**config.mk**
```make
export PLATFORM = sky130hd
export DESIGN_NAME = i2csf_top
export DESIGN_NICKNAME = d
export VERILOG_FILES = /design/src/hw/i2csf_pkg.sv /design/src/hw/i2csf_top.sv /design/src/hw/i2csf_sync.sv
export SDC_FILE = /design/constraint.sdc
export NUM_CORES = 1
export LEC_CHECK = 0
export BUFFER_PORTS_ARGS = -buffer_cell sky130_fd_sc_hd__buf_2
export CORE_MARGIN = 3
export CORE_UTILIZATION = 25
export CTS_BUF_LIST = sky130_fd_sc_hd__clkbuf_16
export CTS_CLUSTER_SIZE = 40
export DETAILED_ROUTE_END_ITERATION = 10
export MAX_ROUTING_LAYER = met4
export PLACE_DENSITY_LB_ADDON = 0.1
export SLEW_MARGIN = 20
export SYNTH_ARGS = -nofsm -noshare
export SYNTH_HDL_FRONTEND = slang
export SYNTH_SLANG_ARGS = --single-unit
export TNS_END_PERCENT = 100
```
**constraint.sdc**
```tcl
create_clock -name i_sys_clk -period 2.4 [get_ports i_sys_clk]
set_input_delay 0.48 -clock i_sys_clk [delete_from_list [all_inputs] [get_ports i_sys_clk]]
set_output_delay 0.48 -clock i_sys_clk [all_outputs]
set_load 0.02 [all_outputs]
```
**src/hw/i2csf_pkg.sv**
```systemverilog
// Shared constants and carrier types of the two-wire bus status-flag block
package i2csf_pkg;

  // Register indices on the plain register port
  localparam int             ADDR_W        = 2;
  localparam logic [ADDR_W-1:0] OFS_STATUS   = 2'h0;
  localparam logic [ADDR_W-1:0] OFS_IRQ_STAT = 2'h1;
  localparam logic [ADDR_W-1:0] OFS_IRQ_MASK = 2'h2;

  // Status word layout
  localparam int STAT_W     = 16;
  localparam int BIT_ACK    = 15;
  localparam int BIT_MTX    = 14;
  localparam int BIT_COL    = 10;
  localparam int BIT_GC     = 9;
  localparam int BIT_TEN    = 8;
  localparam int BIT_WCOL   = 7;
  localparam int BIT_OV     = 6;
  localparam int BIT_DA     = 5;
  localparam int BIT_STOP   = 4;
  localparam int BIT_START  = 3;
  localparam int BIT_RW     = 2;
  localparam int BIT_RBF    = 1;
  localparam int BIT_TBF    = 0;
  localparam logic [15:0] STAT_RST = 16'h0000;

  // Interrupt status and mask layout
  localparam int IRQ_W      = 6;
  localparam int IRQ_COL    = 0;
  localparam int IRQ_WCOL   = 1;
  localparam int IRQ_OV     = 2;
  localparam int IRQ_STOP   = 3;
  localparam int IRQ_START  = 4;
  localparam int IRQ_NACK   = 5;
  localparam logic [5:0] IRQ_RST = 6'h00;

  // Pin synchroniser depth
  localparam int SYNC_STAGES = 2;

  // One-cycle events from the controller logic on the same clock
  typedef struct packed {
    logic ack_slot_end;  // Slave acknowledge slot of a master transmit ends
    logic ack_nack;      // Value sampled in that slot, 1 = NACK
    logic mtx_begin;     // Master transmission of a byte starts
    logic collision;     // Bus collision seen during master operation
    logic gc_match;      // Received address equals general call address
    logic ten_match;     // Second byte of a ten-bit address matched
    logic addr_match;    // Own slave address matched
    logic rw_bit;        // Direction bit of the matched address
    logic data_byte_rx;  // Slave data byte received
    logic rx_xfer;       // Receive shift register wants to move into holding
    logic rx_read;       // Software read the receive holding register
    logic tx_wr;         // Software write to the transmit holding register
    logic tx_load;       // Shifter took the transmit holding register
    logic busy;          // Module busy, transmit holding must not change
  } i2csf_evt_t;

endpackage

```
**src/hw/i2csf_top.sv**
```systemverilog
// Status-flag word, interrupt logic and Start/Stop detection of the two-wire bus controller
//
// The strobed register port and the address map were chosen for this implementation.
`timescale 1ns/1ns
// Behaviour
// - At the end of the slave acknowledge slot in master transmit, the ack result takes 1 for NACK and 0 for ACK.
// - The master transmit active flag sets at the start of a master transmission and clears when the slave acknowledge ends.
// - A bus collision during master operation sets the collision flag, which holds until software clears it.
// - A general call address match sets the general call flag and a detected Stop clears it.
// - A match of the second ten-bit address byte sets the ten-bit match flag and a detected Stop clears it.
// - A transmit holding write while busy is rejected and sets the write collision flag, cleared only by software.
// - A receive transfer while the holding register is still full sets the overflow flag, cleared only by software.
// - In slave operation the last-byte-kind flag clears on an address match and sets on a received data byte.
// - The Stop indicator updates on every Start, Repeated Start or Stop and reads 1 only when Stop came last.
// - Status bits 13 to 11 read as zero and ignore writes.
module i2csf_top (
  // Clock and reset
  input  wire logic                          i_sys_clk,
  input  wire logic                          i_rst_b,
  // Bus pins, sensed only
  input  wire logic                          i_scl,
  input  wire logic                          i_sda,
  // Events from controller logic
  input  wire i2csf_pkg::i2csf_evt_t         i_evt,
  // Register port
  input  wire logic [i2csf_pkg::ADDR_W-1:0]  i_addr,
  input  wire logic [15:0]                   i_wdata,
  input  wire logic                          i_wr,
  input  wire logic                          i_rd,
  output logic      [15:0]                   o_rdata,
  // Handshakes back to controller logic
  output logic                               o_tx_wr_accept,
  output logic                               o_rx_load,
  output logic                               o_start_det,
  output logic                               o_stop_det,
  // Status and interrupt
  output logic      [15:0]                   o_status,
  output logic                               o_irq
);

  // Pin synchronisation and previous sample
  logic [1:0] pins_s;
  logic       scl_d;
  logic       sda_d;

  i2csf_sync #(
    .WIDTH     (2)
  ) u_sync (
    .i_sys_clk (i_sys_clk),
    .i_rst_b   (i_rst_b),
    .i_async   ({i_scl, i_sda}),
    .o_sync    (pins_s)
  );
  wire scl_s = pins_s[1];
  wire sda_s = pins_s[0];
  // Previous pin sample for edge detection
  always_ff @(posedge i_sys_clk)
  begin
    if (!i_rst_b)
    begin
      scl_d <= 1'b1;
      sda_d <= 1'b1;
    end
    else
    begin
      scl_d <= scl_s;
      sda_d <= sda_s;
    end
  end

  // Start is SDA falling with SCL high, Stop is SDA rising with SCL high
  wire scl_hi   = scl_s & scl_d;
  wire start_ev = scl_hi & sda_d & ~sda_s;
  wire stop_ev  = scl_hi & ~sda_d & sda_s;

  // Flag registers
  logic ack_result;
  logic master_tx_active;
  logic collision_flag;
  logic general_call_flag;
  logic ten_bit_match;
  logic tx_write_collision;
  logic rx_overflow;
  logic last_was_data;
  logic stop_seen;
  logic start_seen;
  logic rx_direction;
  logic rx_buffer_full;
  logic tx_buffer_full;
  logic [i2csf_pkg::IRQ_W-1:0] irq_pend;
  logic [i2csf_pkg::IRQ_W-1:0] irq_mask;

  // Register port decode
  wire wr_status = i_wr & (i_addr == i2csf_pkg::OFS_STATUS);
  wire wr_istat  = i_wr & (i_addr == i2csf_pkg::OFS_IRQ_STAT);
  wire wr_imask  = i_wr & (i_addr == i2csf_pkg::OFS_IRQ_MASK);
  wire clr_col   = wr_status & ~i_wdata[i2csf_pkg::BIT_COL];
  wire clr_wcol  = wr_status & ~i_wdata[i2csf_pkg::BIT_WCOL];
  wire clr_ov    = wr_status & ~i_wdata[i2csf_pkg::BIT_OV];
  wire tx_reject = i_evt.tx_wr & i_evt.busy;
  wire tx_accept = i_evt.tx_wr & ~i_evt.busy;
  wire rx_ovf    = i_evt.rx_xfer & rx_buffer_full;
  wire rx_take   = i_evt.rx_xfer & ~rx_buffer_full;
  // acknowledge slot closes a master transmit
  wire ack_upd   = i_evt.ack_slot_end & master_tx_active;

  assign o_tx_wr_accept = tx_accept;
  assign o_rx_load      = rx_take;
  assign o_start_det    = start_ev;
  assign o_stop_det     = stop_ev;

  // Assembled status word
  logic [15:0] status_word;
  always_comb
  begin
    status_word = i2csf_pkg::STAT_RST;
    status_word[i2csf_pkg::BIT_ACK]   = ack_result;
    status_word[i2csf_pkg::BIT_MTX]   = master_tx_active;
    status_word[i2csf_pkg::BIT_COL]   = collision_flag;
    status_word[i2csf_pkg::BIT_GC]    = general_call_flag;
    status_word[i2csf_pkg::BIT_TEN]   = ten_bit_match;
    status_word[i2csf_pkg::BIT_WCOL]  = tx_write_collision;
    status_word[i2csf_pkg::BIT_OV]    = rx_overflow;
    status_word[i2csf_pkg::BIT_DA]    = last_was_data;
    status_word[i2csf_pkg::BIT_STOP]  = stop_seen;
    status_word[i2csf_pkg::BIT_START] = start_seen;
    status_word[i2csf_pkg::BIT_RW]    = rx_direction;
    status_word[i2csf_pkg::BIT_RBF]   = rx_buffer_full;
    status_word[i2csf_pkg::BIT_TBF]   = tx_buffer_full;
  end
  assign o_status = status_word;

  // Master transmit flags
  always_ff @(posedge i_sys_clk)
  begin
    if (!i_rst_b)
    begin
      ack_result       <= 1'b0;
      master_tx_active <= 1'b0;
    end
    else
    begin
      if (ack_upd)
        ack_result <= i_evt.ack_nack;
      if (i_evt.mtx_begin)
        master_tx_active <= 1'b1;
      else if (i_evt.ack_slot_end)
        master_tx_active <= 1'b0;
    end
  end

  // Sticky error flags, set wins over clear
  always_ff @(posedge i_sys_clk)
  begin
    if (!i_rst_b)
    begin
      collision_flag     <= 1'b0;
      tx_write_collision <= 1'b0;
      rx_overflow        <= 1'b0;
    end
    else
    begin
      if (i_evt.collision)
        collision_flag <= 1'b1;
      else if (clr_col)
        collision_flag <= 1'b0;
      if (tx_reject)
        tx_write_collision <= 1'b1;
      else if (clr_wcol)
        tx_write_collision <= 1'b0;
      if (rx_ovf)
        rx_overflow <= 1'b1;
      else if (clr_ov)
        rx_overflow <= 1'b0;
    end
  end

  // Address match flags, all but the data kind flag cleared by Stop
  always_ff @(posedge i_sys_clk)
  begin
    if (!i_rst_b)
    begin
      general_call_flag <= 1'b0;
      ten_bit_match     <= 1'b0;
      last_was_data     <= 1'b0;
      rx_direction      <= 1'b0;
    end
    else
    begin
      if (i_evt.gc_match)
        general_call_flag <= 1'b1;
      else if (stop_ev)
        general_call_flag <= 1'b0;
      if (i_evt.ten_match)
        ten_bit_match <= 1'b1;
      else if (stop_ev)
        ten_bit_match <= 1'b0;
      if (i_evt.addr_match)
        last_was_data <= 1'b0;
      else if (i_evt.data_byte_rx)
        last_was_data <= 1'b1;
      if (i_evt.addr_match)
        rx_direction <= i_evt.rw_bit;
      else if (stop_ev)
        rx_direction <= 1'b0;
    end
  end

  // Bus condition indicators and buffer occupancy
  always_ff @(posedge i_sys_clk)
  begin
    if (!i_rst_b)
    begin
      stop_seen      <= 1'b0;
      start_seen     <= 1'b0;
      rx_buffer_full <= 1'b0;
      tx_buffer_full <= 1'b0;
    end
    else
    begin
      if (stop_ev)
        stop_seen <= 1'b1;
      else if (start_ev)
        stop_seen <= 1'b0;
      if (start_ev)
        start_seen <= 1'b1;
      else if (stop_ev)
        start_seen <= 1'b0;
      if (rx_take)
        rx_buffer_full <= 1'b1;
      else if (i_evt.rx_read)
        rx_buffer_full <= 1'b0;
      if (tx_accept)
        tx_buffer_full <= 1'b1;
      else if (i_evt.tx_load)
        tx_buffer_full <= 1'b0;
    end
  end

  // Interrupt event vector
  logic [i2csf_pkg::IRQ_W-1:0] irq_ev;
  always_comb
  begin
    irq_ev = i2csf_pkg::IRQ_RST;
    irq_ev[i2csf_pkg::IRQ_COL]   = i_evt.collision;
    irq_ev[i2csf_pkg::IRQ_WCOL]  = tx_reject;
    irq_ev[i2csf_pkg::IRQ_OV]    = rx_ovf;
    irq_ev[i2csf_pkg::IRQ_STOP]  = stop_ev;
    irq_ev[i2csf_pkg::IRQ_START] = start_ev;
    irq_ev[i2csf_pkg::IRQ_NACK]  = ack_upd & i_evt.ack_nack;
  end

  wire [i2csf_pkg::IRQ_W-1:0] irq_w1c = wr_istat ? i_wdata[i2csf_pkg::IRQ_W-1:0]
                                                  : i2csf_pkg::IRQ_RST;
  wire [i2csf_pkg::IRQ_W-1:0] next_irq_pend = irq_ev | (irq_pend & ~irq_w1c);
  // Sticky pending bits and mask
  always_ff @(posedge i_sys_clk)
  begin
    if (!i_rst_b)
    begin
      irq_pend <= i2csf_pkg::IRQ_RST;
      irq_mask <= i2csf_pkg::IRQ_RST;
    end
    else
    begin
      irq_pend <= next_irq_pend;
      if (wr_imask)
        irq_mask <= i_wdata[i2csf_pkg::IRQ_W-1:0];
    end
  end
  assign o_irq = |(irq_pend & irq_mask);

  // Read mux; unimplemented bits stay zero
  wire [15:0] irq_pend_rd = {{(16-i2csf_pkg::IRQ_W){1'b0}}, irq_pend};
  wire [15:0] irq_mask_rd = {{(16-i2csf_pkg::IRQ_W){1'b0}}, irq_mask};
  wire [15:0] next_rdata  = (i_addr == i2csf_pkg::OFS_STATUS)   ? status_word :
                            (i_addr == i2csf_pkg::OFS_IRQ_STAT) ? irq_pend_rd :
                            (i_addr == i2csf_pkg::OFS_IRQ_MASK) ? irq_mask_rd :
                                                                  16'h0000;

  // Read data one cycle after the strobe, zero otherwise
  always_ff @(posedge i_sys_clk)
  begin
    if (i_rst_b && i_rd)
      o_rdata <= next_rdata;
    else
      o_rdata <= 16'h0000;
  end
endmodule

```
**src/hw/i2csf_sync.sv**
```systemverilog
// Two-flop synchroniser for a group of asynchronous pin inputs
`timescale 1ns/1ns
module i2csf_sync #(
  parameter int WIDTH = 2
) (
  // Clock and reset
  input  wire logic             i_sys_clk,
  input  wire logic             i_rst_b,
  // Asynchronous in, synchronous out
  input  wire logic [WIDTH-1:0] i_async,
  output logic      [WIDTH-1:0] o_sync
);

  // Refuse an empty group
  if (WIDTH < 1)
  begin : g_bad_width
    $error("i2csf_sync needs WIDTH of at least one");
  end

  // One pair of flops per bit; the first stage feeds only the second
  for (genvar g = 0; g < WIDTH; g++)
  begin : g_bit
    logic meta;
    always_ff @(posedge i_sys_clk)
    begin
      if (!i_rst_b)
      begin
        meta      <= 1'b1;
        o_sync[g] <= 1'b1;
      end
      else
      begin
        meta      <= i_async[g];
        o_sync[g] <= meta;
      end
    end
  end

endmodule

```
==> qor.yml, run 1 <==
synth:
  ys.warnings.count: 0
  syn_inst: 195
  synthArstFlopShare: 0
  netlist_top_cells_area: "dfxtp_1, buf_4, a211oi_1, nand2_1, nand2b_1"
  synth_seq_area_share: 0.490
  syn-cell-area_um2: 1800
  synth_cell_types: 29
  netlist_top_cells_count: "dfxtp_1, nand2_1, buf_4"
  synth_area_leader_cell: "dfxtp_1"
  avgSynthCellArea_um2: 9.22
  synth_top_area_share: 0.490
  synth_flop_cell: "dfxtp_1"
  yosysMostFrequentCell: "dfxtp_1"
  synth_seq_cells: 44
  synth-edff-count: 0
die:
  dieWidth_um: 90.8
  fp.dieH_um: 90.8
  design.portCount: 75
  design.core.area_um2: 6870
  dieArea_um2: 8250
  initial_utilization: 0.262
  num_rows: 30
worst_setup_path:
  worst_setup_path_start_kind: "flip-flop"
  end_kind: "primary output"
  worst-setup-path-type: "reg2out"
  rr_endpoint: "stop_seen$_SDFFE_PN0P_"
  critical_path.max_fanout: 4
  rrSetupSlack_ns: 1.35
  r2r_start: "sda_d$_SDFF_PN1_"
  critPathArrivalTime_ns: 1.28
  rr_worst_depth: 4
  critPathLaunch: "sda_d$_SDFF_PN1_"
  crit_required_ns: 1.92
final_layout:
  fin_nets: 279
  drive_gt1_frac: 0.293
  synthToLayoutAreaGrowth_pct: 21.9
  fin_util: 0.319
  antenna_cells: 0
global_route:
  gr-usage-met2: 0.178
  grt_remaining_overflow: 0
  grt_pass1_vias: 1426
  antenna_found_initial: 0
  grt_pass1_wl_um: 7070
  grt_max_degree: 40
  track_usage: 0.112
  busiest_layer: "met2"
  met3_usage: 0.0317
  gr-usage-met1: 0.140
worst_hold_path:
  holdCritStartpoint: "i_sda"
  whs_path_depth: 2
  hold_class: "in2reg"
  min_to: "u_sync.g_bit[0].meta$_SDFF_PN1_"
sta:
  clock_skew_ns: 0.00483
  setup_tns_ns: 0
  clock.fmax_mhz: 569
  holdWs_ns: 0.375
  period_minus_slack_ns: 1.76
  slew_violations: 0
  post-route-period-util: 0.733
  setup_viol: 0
  hold_viol: 0
  rsz0062_at_grt: "no"
cts:
  numClockSinks: 44
  cts.clk_slew.worst_paths_ns: 0.06
  postCtsSetupRepairBufs: 0
  cts_htree_levels: 2
  cts-root-buf: "clkbuf_16"
  cts.repair.resized: 0
  cts_made_buffers: 5
  cts_tree: "done"
  clockBufferDepth: 2
  clock_latency_ns: 0.28
  ctsHoldBuffers: 0
place:
  gp_congestion: 0.761
  place_hpwl_um: 3170
  portBuffers: 61
drt:
  dr_total_vias: 1419
  drt_iter0_drc: 40
  drc_errors: 0
  wl_per_cell_um: 12.9
  wl_um: 4370
  vias_per_cell: 4.20
  firstDrtPassIters: 3
  ant_nets: 0
pwr:
  total_power_uw: 1600
  peakVddDrop_v: 0.000292
  p_per_area_nw_per_um2: 729
  p_leak_uw: 0.00100
run_status:
  status: "finished, final reports clean"
run:
  drv_cap: 0
logic make-up (layout without fill, tap and decap cells):
logic type             after synthesis  after routing  synth area share
other                                1              6           0.00209
AOI/OAI and AO/OA                   45             45             0.167
DFF                                 44             44             0.490
buffers and inverters               30             72             0.113
and+or+nand+nor                     75             75             0.228
critical path, stage by stage, from the launching register on:
cell and delay (ns):
dfxtp_1 0.30, nand4b_1 0.32, inv_1 0.19, buf_2 0.18
sequential cells by signal, summed over array words and instances (netlist names), 2 cells and up:
register	flops
irq_mask	6
irq_pend	6
o_rdata	13
u_sync.g_bit.meta	2
u_sync.o_sync	2
routing by layer:
metal  vias up  part of all wire
li1        736                 -
met1       643              0.47
met2        36              0.48
met3         4             0.047
met4         0            0.0089
met5         -                 0
worst max path at each step:
stage                          endpoint  slack (ns)  cells past startpoint
2_1_floorplan            o_tx_wr_accept        1.08                      1
6_report                     o_stop_det        0.64                      3
3_3_place_gp   irq_mask[2]$_SDFFE_PN0P_        0.89                      4
5_1_grt                      o_stop_det        0.56                      3
4_1_cts                      o_stop_det        0.62                      3
3_5_place_dp     irq_pend[5]$_SDFF_PN0_        0.88                      4
cell usage in the layout, fill, tap and decap left out, types with 2 or more instances in the layout:
| master | n |
|---|---|
| a211oi_1 | 12 |
| a21boi_0 | 6 |
| a21oi_1 | 2 |
| a22oi_1 | 3 |
| and3_1 | 9 |
| buf_2 | 61 |
| clkbuf_16 | 5 |
| clkinv_2 | 2 |
| conb_1 | 6 |
| dfxtp_1 | 44 |
| inv_1 | 2 |
| nand2_1 | 22 |
| nand2b_1 | 13 |
| nand3_1 | 10 |
| nor2_1 | 2 |
| nor2b_1 | 13 |
| o21a_1 | 2 |
| o21ai_0 | 8 |
| o21ai_1 | 6 |
| o31ai_1 | 3 |
layout make-up:
cell class | instances | area [um2]
fillers | 770 | 4680
flip-flops and latches | 44 | 881
multi-input cells | 126 | 732
repair buffers | 62 | 313
clock buffers | 5 | 125
well taps | 96 | 120
clock inverters | 3 | 13.8
inverters | 2 | 7.51
through the flow:
step / area [um2] / cells / worst slack (ns)
after CTS: 2190 / 338 / 0.622
after global routing: 2190 / 338 / 0.560
after global placement: 2050 / 330 / 0.894
after floorplan: 1820 / 200 / 1.08
final: 2190 / 338 / 0.642
after detailed placement: 2050 / 330 / 0.884
power breakdown:
group / internal, uW / leakage [uW] / switching [uW] / total (uW)
Sequential: 762 / 0.000361 / 19.1 / 781
Clock: 378 / 0.0000710 / 269 / 647
Combinational: 64.5 / 0.000569 / 106 / 170
(Power assumes the default switching activity.)
==> run 2: changes to the inputs <==
- clock period: 2.4 -> 1.71 ns (I/O delays scaled with it)
==> run 2 against run 1 <==
  * Cell area rose by 0.91%
  * Utilization grew 0.29 points
  * Critical path depth did not move
  * Critical path type unchanged
  * Non-clock buffer count rose by 3
  * Hold slack lost 0.14 ns
  * Largest cell class unchanged
  * Sequential cell count did not move
  * Combinational power rose by 44%
  * Wire length grew 0.66%
  * Sequential share of layout area shrank 0.36 points
  * Worst setup slack got worse by 0.38 ns
==> qor.yml, run 2 (same netlist as run 1, synthesis figures left out) <==
run_status:
  status: "finished, final reports clean"
pwr:
  combPwrFrac: 0.109
  seqPwrFrac: 0.490
  swShare: 0.246
  p_int_uw: 1690
  total_power_uw: 2240
  p_per_area_nw_per_um2: 1010
  peakVddDrop_v: 0.000499
  power_frac_clock: 0.402
  p_sw_uw: 550
  p_leak_uw: 0.00102
drt:
  firstDrtPassIters: 4
  wl_um: 4390
  highest_layer: "met4"
  wl_met3_um: 260
  drc_errors: 0
  dr_total_vias: 1428
  met2WireLength_um: 1980
  ant_nets: 0
  drt_iter0_drc: 57
  vias_per_cell: 4.19
  wl_met1_um: 2080
  wl_per_cell_um: 12.9
sta:
  post-route-period-util: 0.849
  setup_tns_ns: 0
  clock_skew_ns: 0.00478
  rsz0062_at_grt: "no"
  fin_ws_ns: 0.258
  slew_violations: 0
  period_minus_slack_ns: 1.45
  hold_viol: 0
  setup_viol: 0
  holdWs_ns: 0.240
  clock.fmax_mhz: 689
worst_setup_path:
  rr_worst_depth: 3
  worst-setup-path-type: "reg2out"
  rr_endpoint: "o_rdata[1]$_SDFF_PN0_"
  critical_path.max_fanout: 3
  crit_required_ns: 1.37
  critPathArrivalTime_ns: 1.11
  end_kind: "primary output"
  r2r_start: "rx_buffer_full$_SDFFE_PN0P_"
  rrSetupSlack_ns: 0.73
  critical_path.cell_chain: "a22oi_1 > nand3_1 > buf_2"
  critPathMaxStageDelay_ns: 0.33
  worst_setup_path_start_kind: "flip-flop"
  critPathSlowestCell: "dfxtp_1"
final_layout:
  fin_area_um2: 2210
  synthToLayoutAreaGrowth_pct: 23.0
  antenna_cells: 0
  fill_cells: 757
  most-common-layout-cells: "buf_2, dfxtp_1, nand2_1, nor2b_1, nand2b_1"
  reg.largest.list: "o_rdata: 13 flops, irq_mask: 6 flops, irq_pend: 6 flops"
  final_common_cell: "buf_2"
  largest_reg_flops: 13
  fin_nets: 282
  drive_gt1_frac: 0.294
  largest-register: "o_rdata"
cts:
  postCtsSetupRepairBufs: 0
  cts_made_buffers: 5
  cts-root-buf: "clkbuf_16"
  ctsHoldBuffers: 0
  clock_latency_ns: 0.28
  clockBufferDepth: 2
  cts_htree_levels: 2
  cts.clk_slew.worst_paths_ns: 0.06
  cts_tree: "done"
  numClockSinks: 44
  cts.repair.resized: 0
worst_hold_path:
  hold_class: "in2reg"
  min_to: "u_sync.g_bit[1].meta$_SDFF_PN1_"
  whs_path_depth: 2
  holdCritStartpoint: "i_scl"
global_route:
  grt_remaining_overflow: 0
  grt_max_degree: 24
  antenna_found_initial: 0
  track_usage: 0.111
  grt_pass1_wl_um: 7040
  grt_pass1_vias: 1372
die:
  design.portCount: 75
  dieArea_um2: 8250
  initial_utilization: 0.262
  fp.dieH_um: 90.8
  num_rows: 30
  design.core.area_um2: 6870
  dieWidth_um: 90.8
place:
  place_hpwl_um: 3310
  placedInstanceArea_um2: 2080
  gp_congestion: 0.761
  portBuffers: 61
  place_ws_ns: 0.378
run:
  drv_cap: 0
-- run 2: metal layers --
metal	global-route usage	up-vias
met1	0.136	636
met3	0.0325	6
met5	-	-
li1	-	749
met2	0.172	37
met4	0.0452	0
-- run 2: worst max-delay path by stage --
stage	from	end	slack (ns)
floorplan	i_evt[2]	o_tx_wr_accept	0.67
global placement	i_addr[1]	irq_mask[5]$_SDFFE_PN0P_	0.39
detailed placement	i_addr[1]	irq_mask[5]$_SDFFE_PN0P_	0.38
CTS	irq_pend[2]$_SDFF_PN0_	o_irq	0.22
global route	irq_pend[2]$_SDFF_PN0_	o_irq	0.15
finish	irq_pend[2]$_SDFF_PN0_	o_irq	0.26
-- run 2: layout make-up --
type | instances | area (um2) | area share
multi-input combinational | 126 | 732 | 0.331
inverter | 2 | 7.51 | 0.00339
timing repair buffer | 65 | 335 | 0.152
tap | 96 | 120 | 0.0543
clock buffer | 5 | 125 | 0.0566
sequential | 44 | 881 | 0.398
clock inverter | 3 | 11.3 | 0.00509
-- run 2: worst max-delay path, delay by kind of cell (launching register included) --
kind            cells  cell delay (ns)
flops               1             0.33
compound gates      1             0.23
buf+inv             1             0.17
simple gates        1             0.11
-- run 2: metrics by stage --
stage          utilization  cells
5_1_grt              0.322    341
6_report             0.322    341
2_1_floorplan            -    200
4_1_cts              0.322    341
3_3_place_gp         0.302    333
3_5_place_dp         0.302    333
-- run 2: power by group through the flow --
stage	Clock [uW]	Combinational, uW	Sequential, uW
after global placement	0	246	1120
after global routing	973	271	1100
after detailed placement	0	248	1120
after floorplan	0	179	1120
final	899	244	1100
after CTS	934	249	1100
==> run 3: changes to the inputs <==
- ABC_AREA: unset -> 1
- clock period: 1.71 -> 1.5 ns (I/O delays scaled with it)
==> run 3 against run 2 <==
  * Critical path depth unchanged
  * Global-route usage up 0.78 points
  * Hold slack worse by 0.053 ns
  * Synthesized cell count up 22%
  * Sequential share of layout area down 1.2 points
  * Via count up 7.3%
==> qor.yml, run 3 <==
run_status:
  status: "finished, final reports clean"
pwr:
  p_per_area_nw_per_um2: 1200
  p_leak_uw: 0.00121
  total_power_uw: 2750
  peakVddDrop_v: 0.000402
synth:
  synth_seq_cells: 44
  synth_top_area_share: 0.484
  netlist_top_cells_count: "nand2_1, dfxtp_1, inv_1"
  ys.warnings.count: 0
  synth_seq_area_share: 0.484
  synth_area_leader_cell: "dfxtp_1"
  synthArstFlopShare: 0
  syn-cell-area_um2: 1820
  yosysMostFrequentCell: "nand2_1"
  synth_cell_types: 21
  avgSynthCellArea_um2: 7.65
  syn_inst: 238
  synth_flop_cell: "dfxtp_1"
  netlist_top_cells_area: "dfxtp_1, nand2_1, buf_4, inv_1, a21oi_1"
  synth-edff-count: 0
worst_hold_path:
  hold_class: "in2reg"
sta:
  hold_viol: 0
  slew_violations: 0
  clock_skew_ns: 0.00274
  post-route-period-util: 0.949
  clock.fmax_mhz: 703
  fin_ws_ns: 0.0770
  period_minus_slack_ns: 1.42
  setup_viol: 0
  setup_tns_ns: 0
  rsz0062_at_grt: "no"
global_route:
  track_usage: 0.119
  antenna_found_initial: 0
  grt_max_degree: 22
  grt_pass1_vias: 1499
  grt_remaining_overflow: 0
  grt_pass1_wl_um: 7470
die:
  dieArea_um2: 8340
  num_rows: 30
  initial_utilization: 0.262
  dieWidth_um: 91.3
  design.portCount: 75
  design.core.area_um2: 6940
  fp.dieH_um: 91.3
worst_setup_path:
  rrSetupSlack_ns: 0.60
  end_kind: "primary output"
  worst-setup-path-type: "reg2out"
  critPathSlowestCell: "dfxtp_2"
  critical_path.max_fanout: 5
  critical_path.cell_chain: "or2_2 > inv_1 > buf_2"
  crit_required_ns: 1.20
  worst_setup_path_start_kind: "flip-flop"
  critPathArrivalTime_ns: 1.12
  critPathMaxStageDelay_ns: 0.34
  critPathTopFamily: "flip-flops"
  path_buf_inv: 2
drt:
  firstDrtPassIters: 4
  drc_errors: 0
  wl_um: 4600
  ant_nets: 0
  dr_total_vias: 1532
  wl_per_cell_um: 11.9
  drt_iter0_drc: 72
  vias_per_cell: 3.95
place:
  gp_congestion: 0.780
  portBuffers: 61
  place_ws_ns: 0.217
  placedCellCount: 380
  place_hpwl_um: 3500
final_layout:
  reg.largest.list: "o_rdata: 13 flops, irq_mask: 6 flops, irq_pend: 6 flops"
  largest_reg_flops: 13
  final_common_cell: "buf_2"
  fin_nets: 329
  drive_gt1_frac: 0.298
  final_cells: 388
  most-common-layout-cells: "buf_2, nand2_1, dfxtp_1, inv_1, nor2_1"
  largest-register: "o_rdata"
  synthToLayoutAreaGrowth_pct: 25.5
  fill_cells: 771
  antenna_cells: 0
  fin_util: 0.329
run:
  drv_cap: 0
cts:
  cts-root-buf: "clkbuf_16"
  numClockSinks: 44
  cts.clk_slew.worst_paths_ns: 0.06
  cts_tree: "done"
  ctsHoldBuffers: 0
  clock_latency_ns: 0.28
  cts_htree_levels: 2
  cts_made_buffers: 5
  clockBufferDepth: 2
run 3: cell count changes in the layout (fill, tap and decap cells not counted), moves of 8 or more:
cell	previous run	this run
a211oi_1	12	0
a21oi_1	2	20
and3_1	9	0
inv_1	4	33
nand2_1	22	51
nand2b_1	13	0
nand4_1	0	8
nor2_1	2	21
nor2b_1	13	0
run 3: kinds of logic after synthesis:
kind of cell	after synthesis	share of synthesized area
buf+inv	61	0.173
flops	44	0.484
simple gates	104	0.264
compound gates	28	0.0770
other cells	1	0.00206
run 3: worst register-to-register path: cells and delay by family, from the launching register on:
kind                   cells  cell delay [ns]
flip-flops                 1             0.35
buffers and inverters      1             0.19
AND/OR/NAND/NOR            2             0.19
AO/OA/AOI/OAI              1             0.05
run 3: cell type report:
cell class | count | area (um2) | area share
clock buffers | 5 | 125 | 0.0548
clock inverters | 3 | 37.5 | 0.0164
inverters | 37 | 141 | 0.0619
multi-input cells | 138 | 643 | 0.281
flip-flops and latches | 44 | 882 | 0.386
well taps | 96 | 120 | 0.0526
repair buffers | 65 | 335 | 0.147
run 3: worst paths after layout:
path / from / depth (start not counted) / to
hold reg to reg: u_sync.g_bit[1].meta$_SDFF_PN1_ / 1 / u_sync.o_sync[1]$_SDFF_PN1_
setup / recovery: rx_buffer_full$_SDFFE_PN0P_ / 3 / o_rx_load
setup reg to reg: u_sync.o_sync[1]$_SDFF_PN1_ / 4 / general_call_flag$_SDFFE_PN0P_
hold / removal: i_evt[7] / 2 / last_was_data$_SDFFE_PP0P_
run 3: through the flow:
step / hold slack, ns / instance area (um2)
5_1_grt: 0.194 / 2280
2_1_floorplan: 0.377 / 1840
3_5_place_dp: 0.394 / 2120
3_3_place_gp: 0.390 / 2120
4_1_cts: 0.180 / 2280
6_report: 0.186 / 2280
run 3: routing by layer:
metal  GRT usage  routed length (um)
met5           -                   0
met4      0.0415                  38
met3      0.0273                 228
met2       0.178                2050
met1       0.157                2290
run 3: where the power goes:
group | internal [uW] | leakage [uW] | total [uW] | switching, uW
Combinational | 102 | 0.000768 | 285 | 183
Sequential | 1220 | 0.000361 | 1250 | 31.1
Clock | 774 | 0.0000789 | 1210 | 438
run 3: what timing repair did:
item                                   4_1_cts  5_1_grt
resized for setup                            0        1
endpoints found under the hold margin        0        0
setup endpoints to repair                    0        1
buffers inserted                             0        0
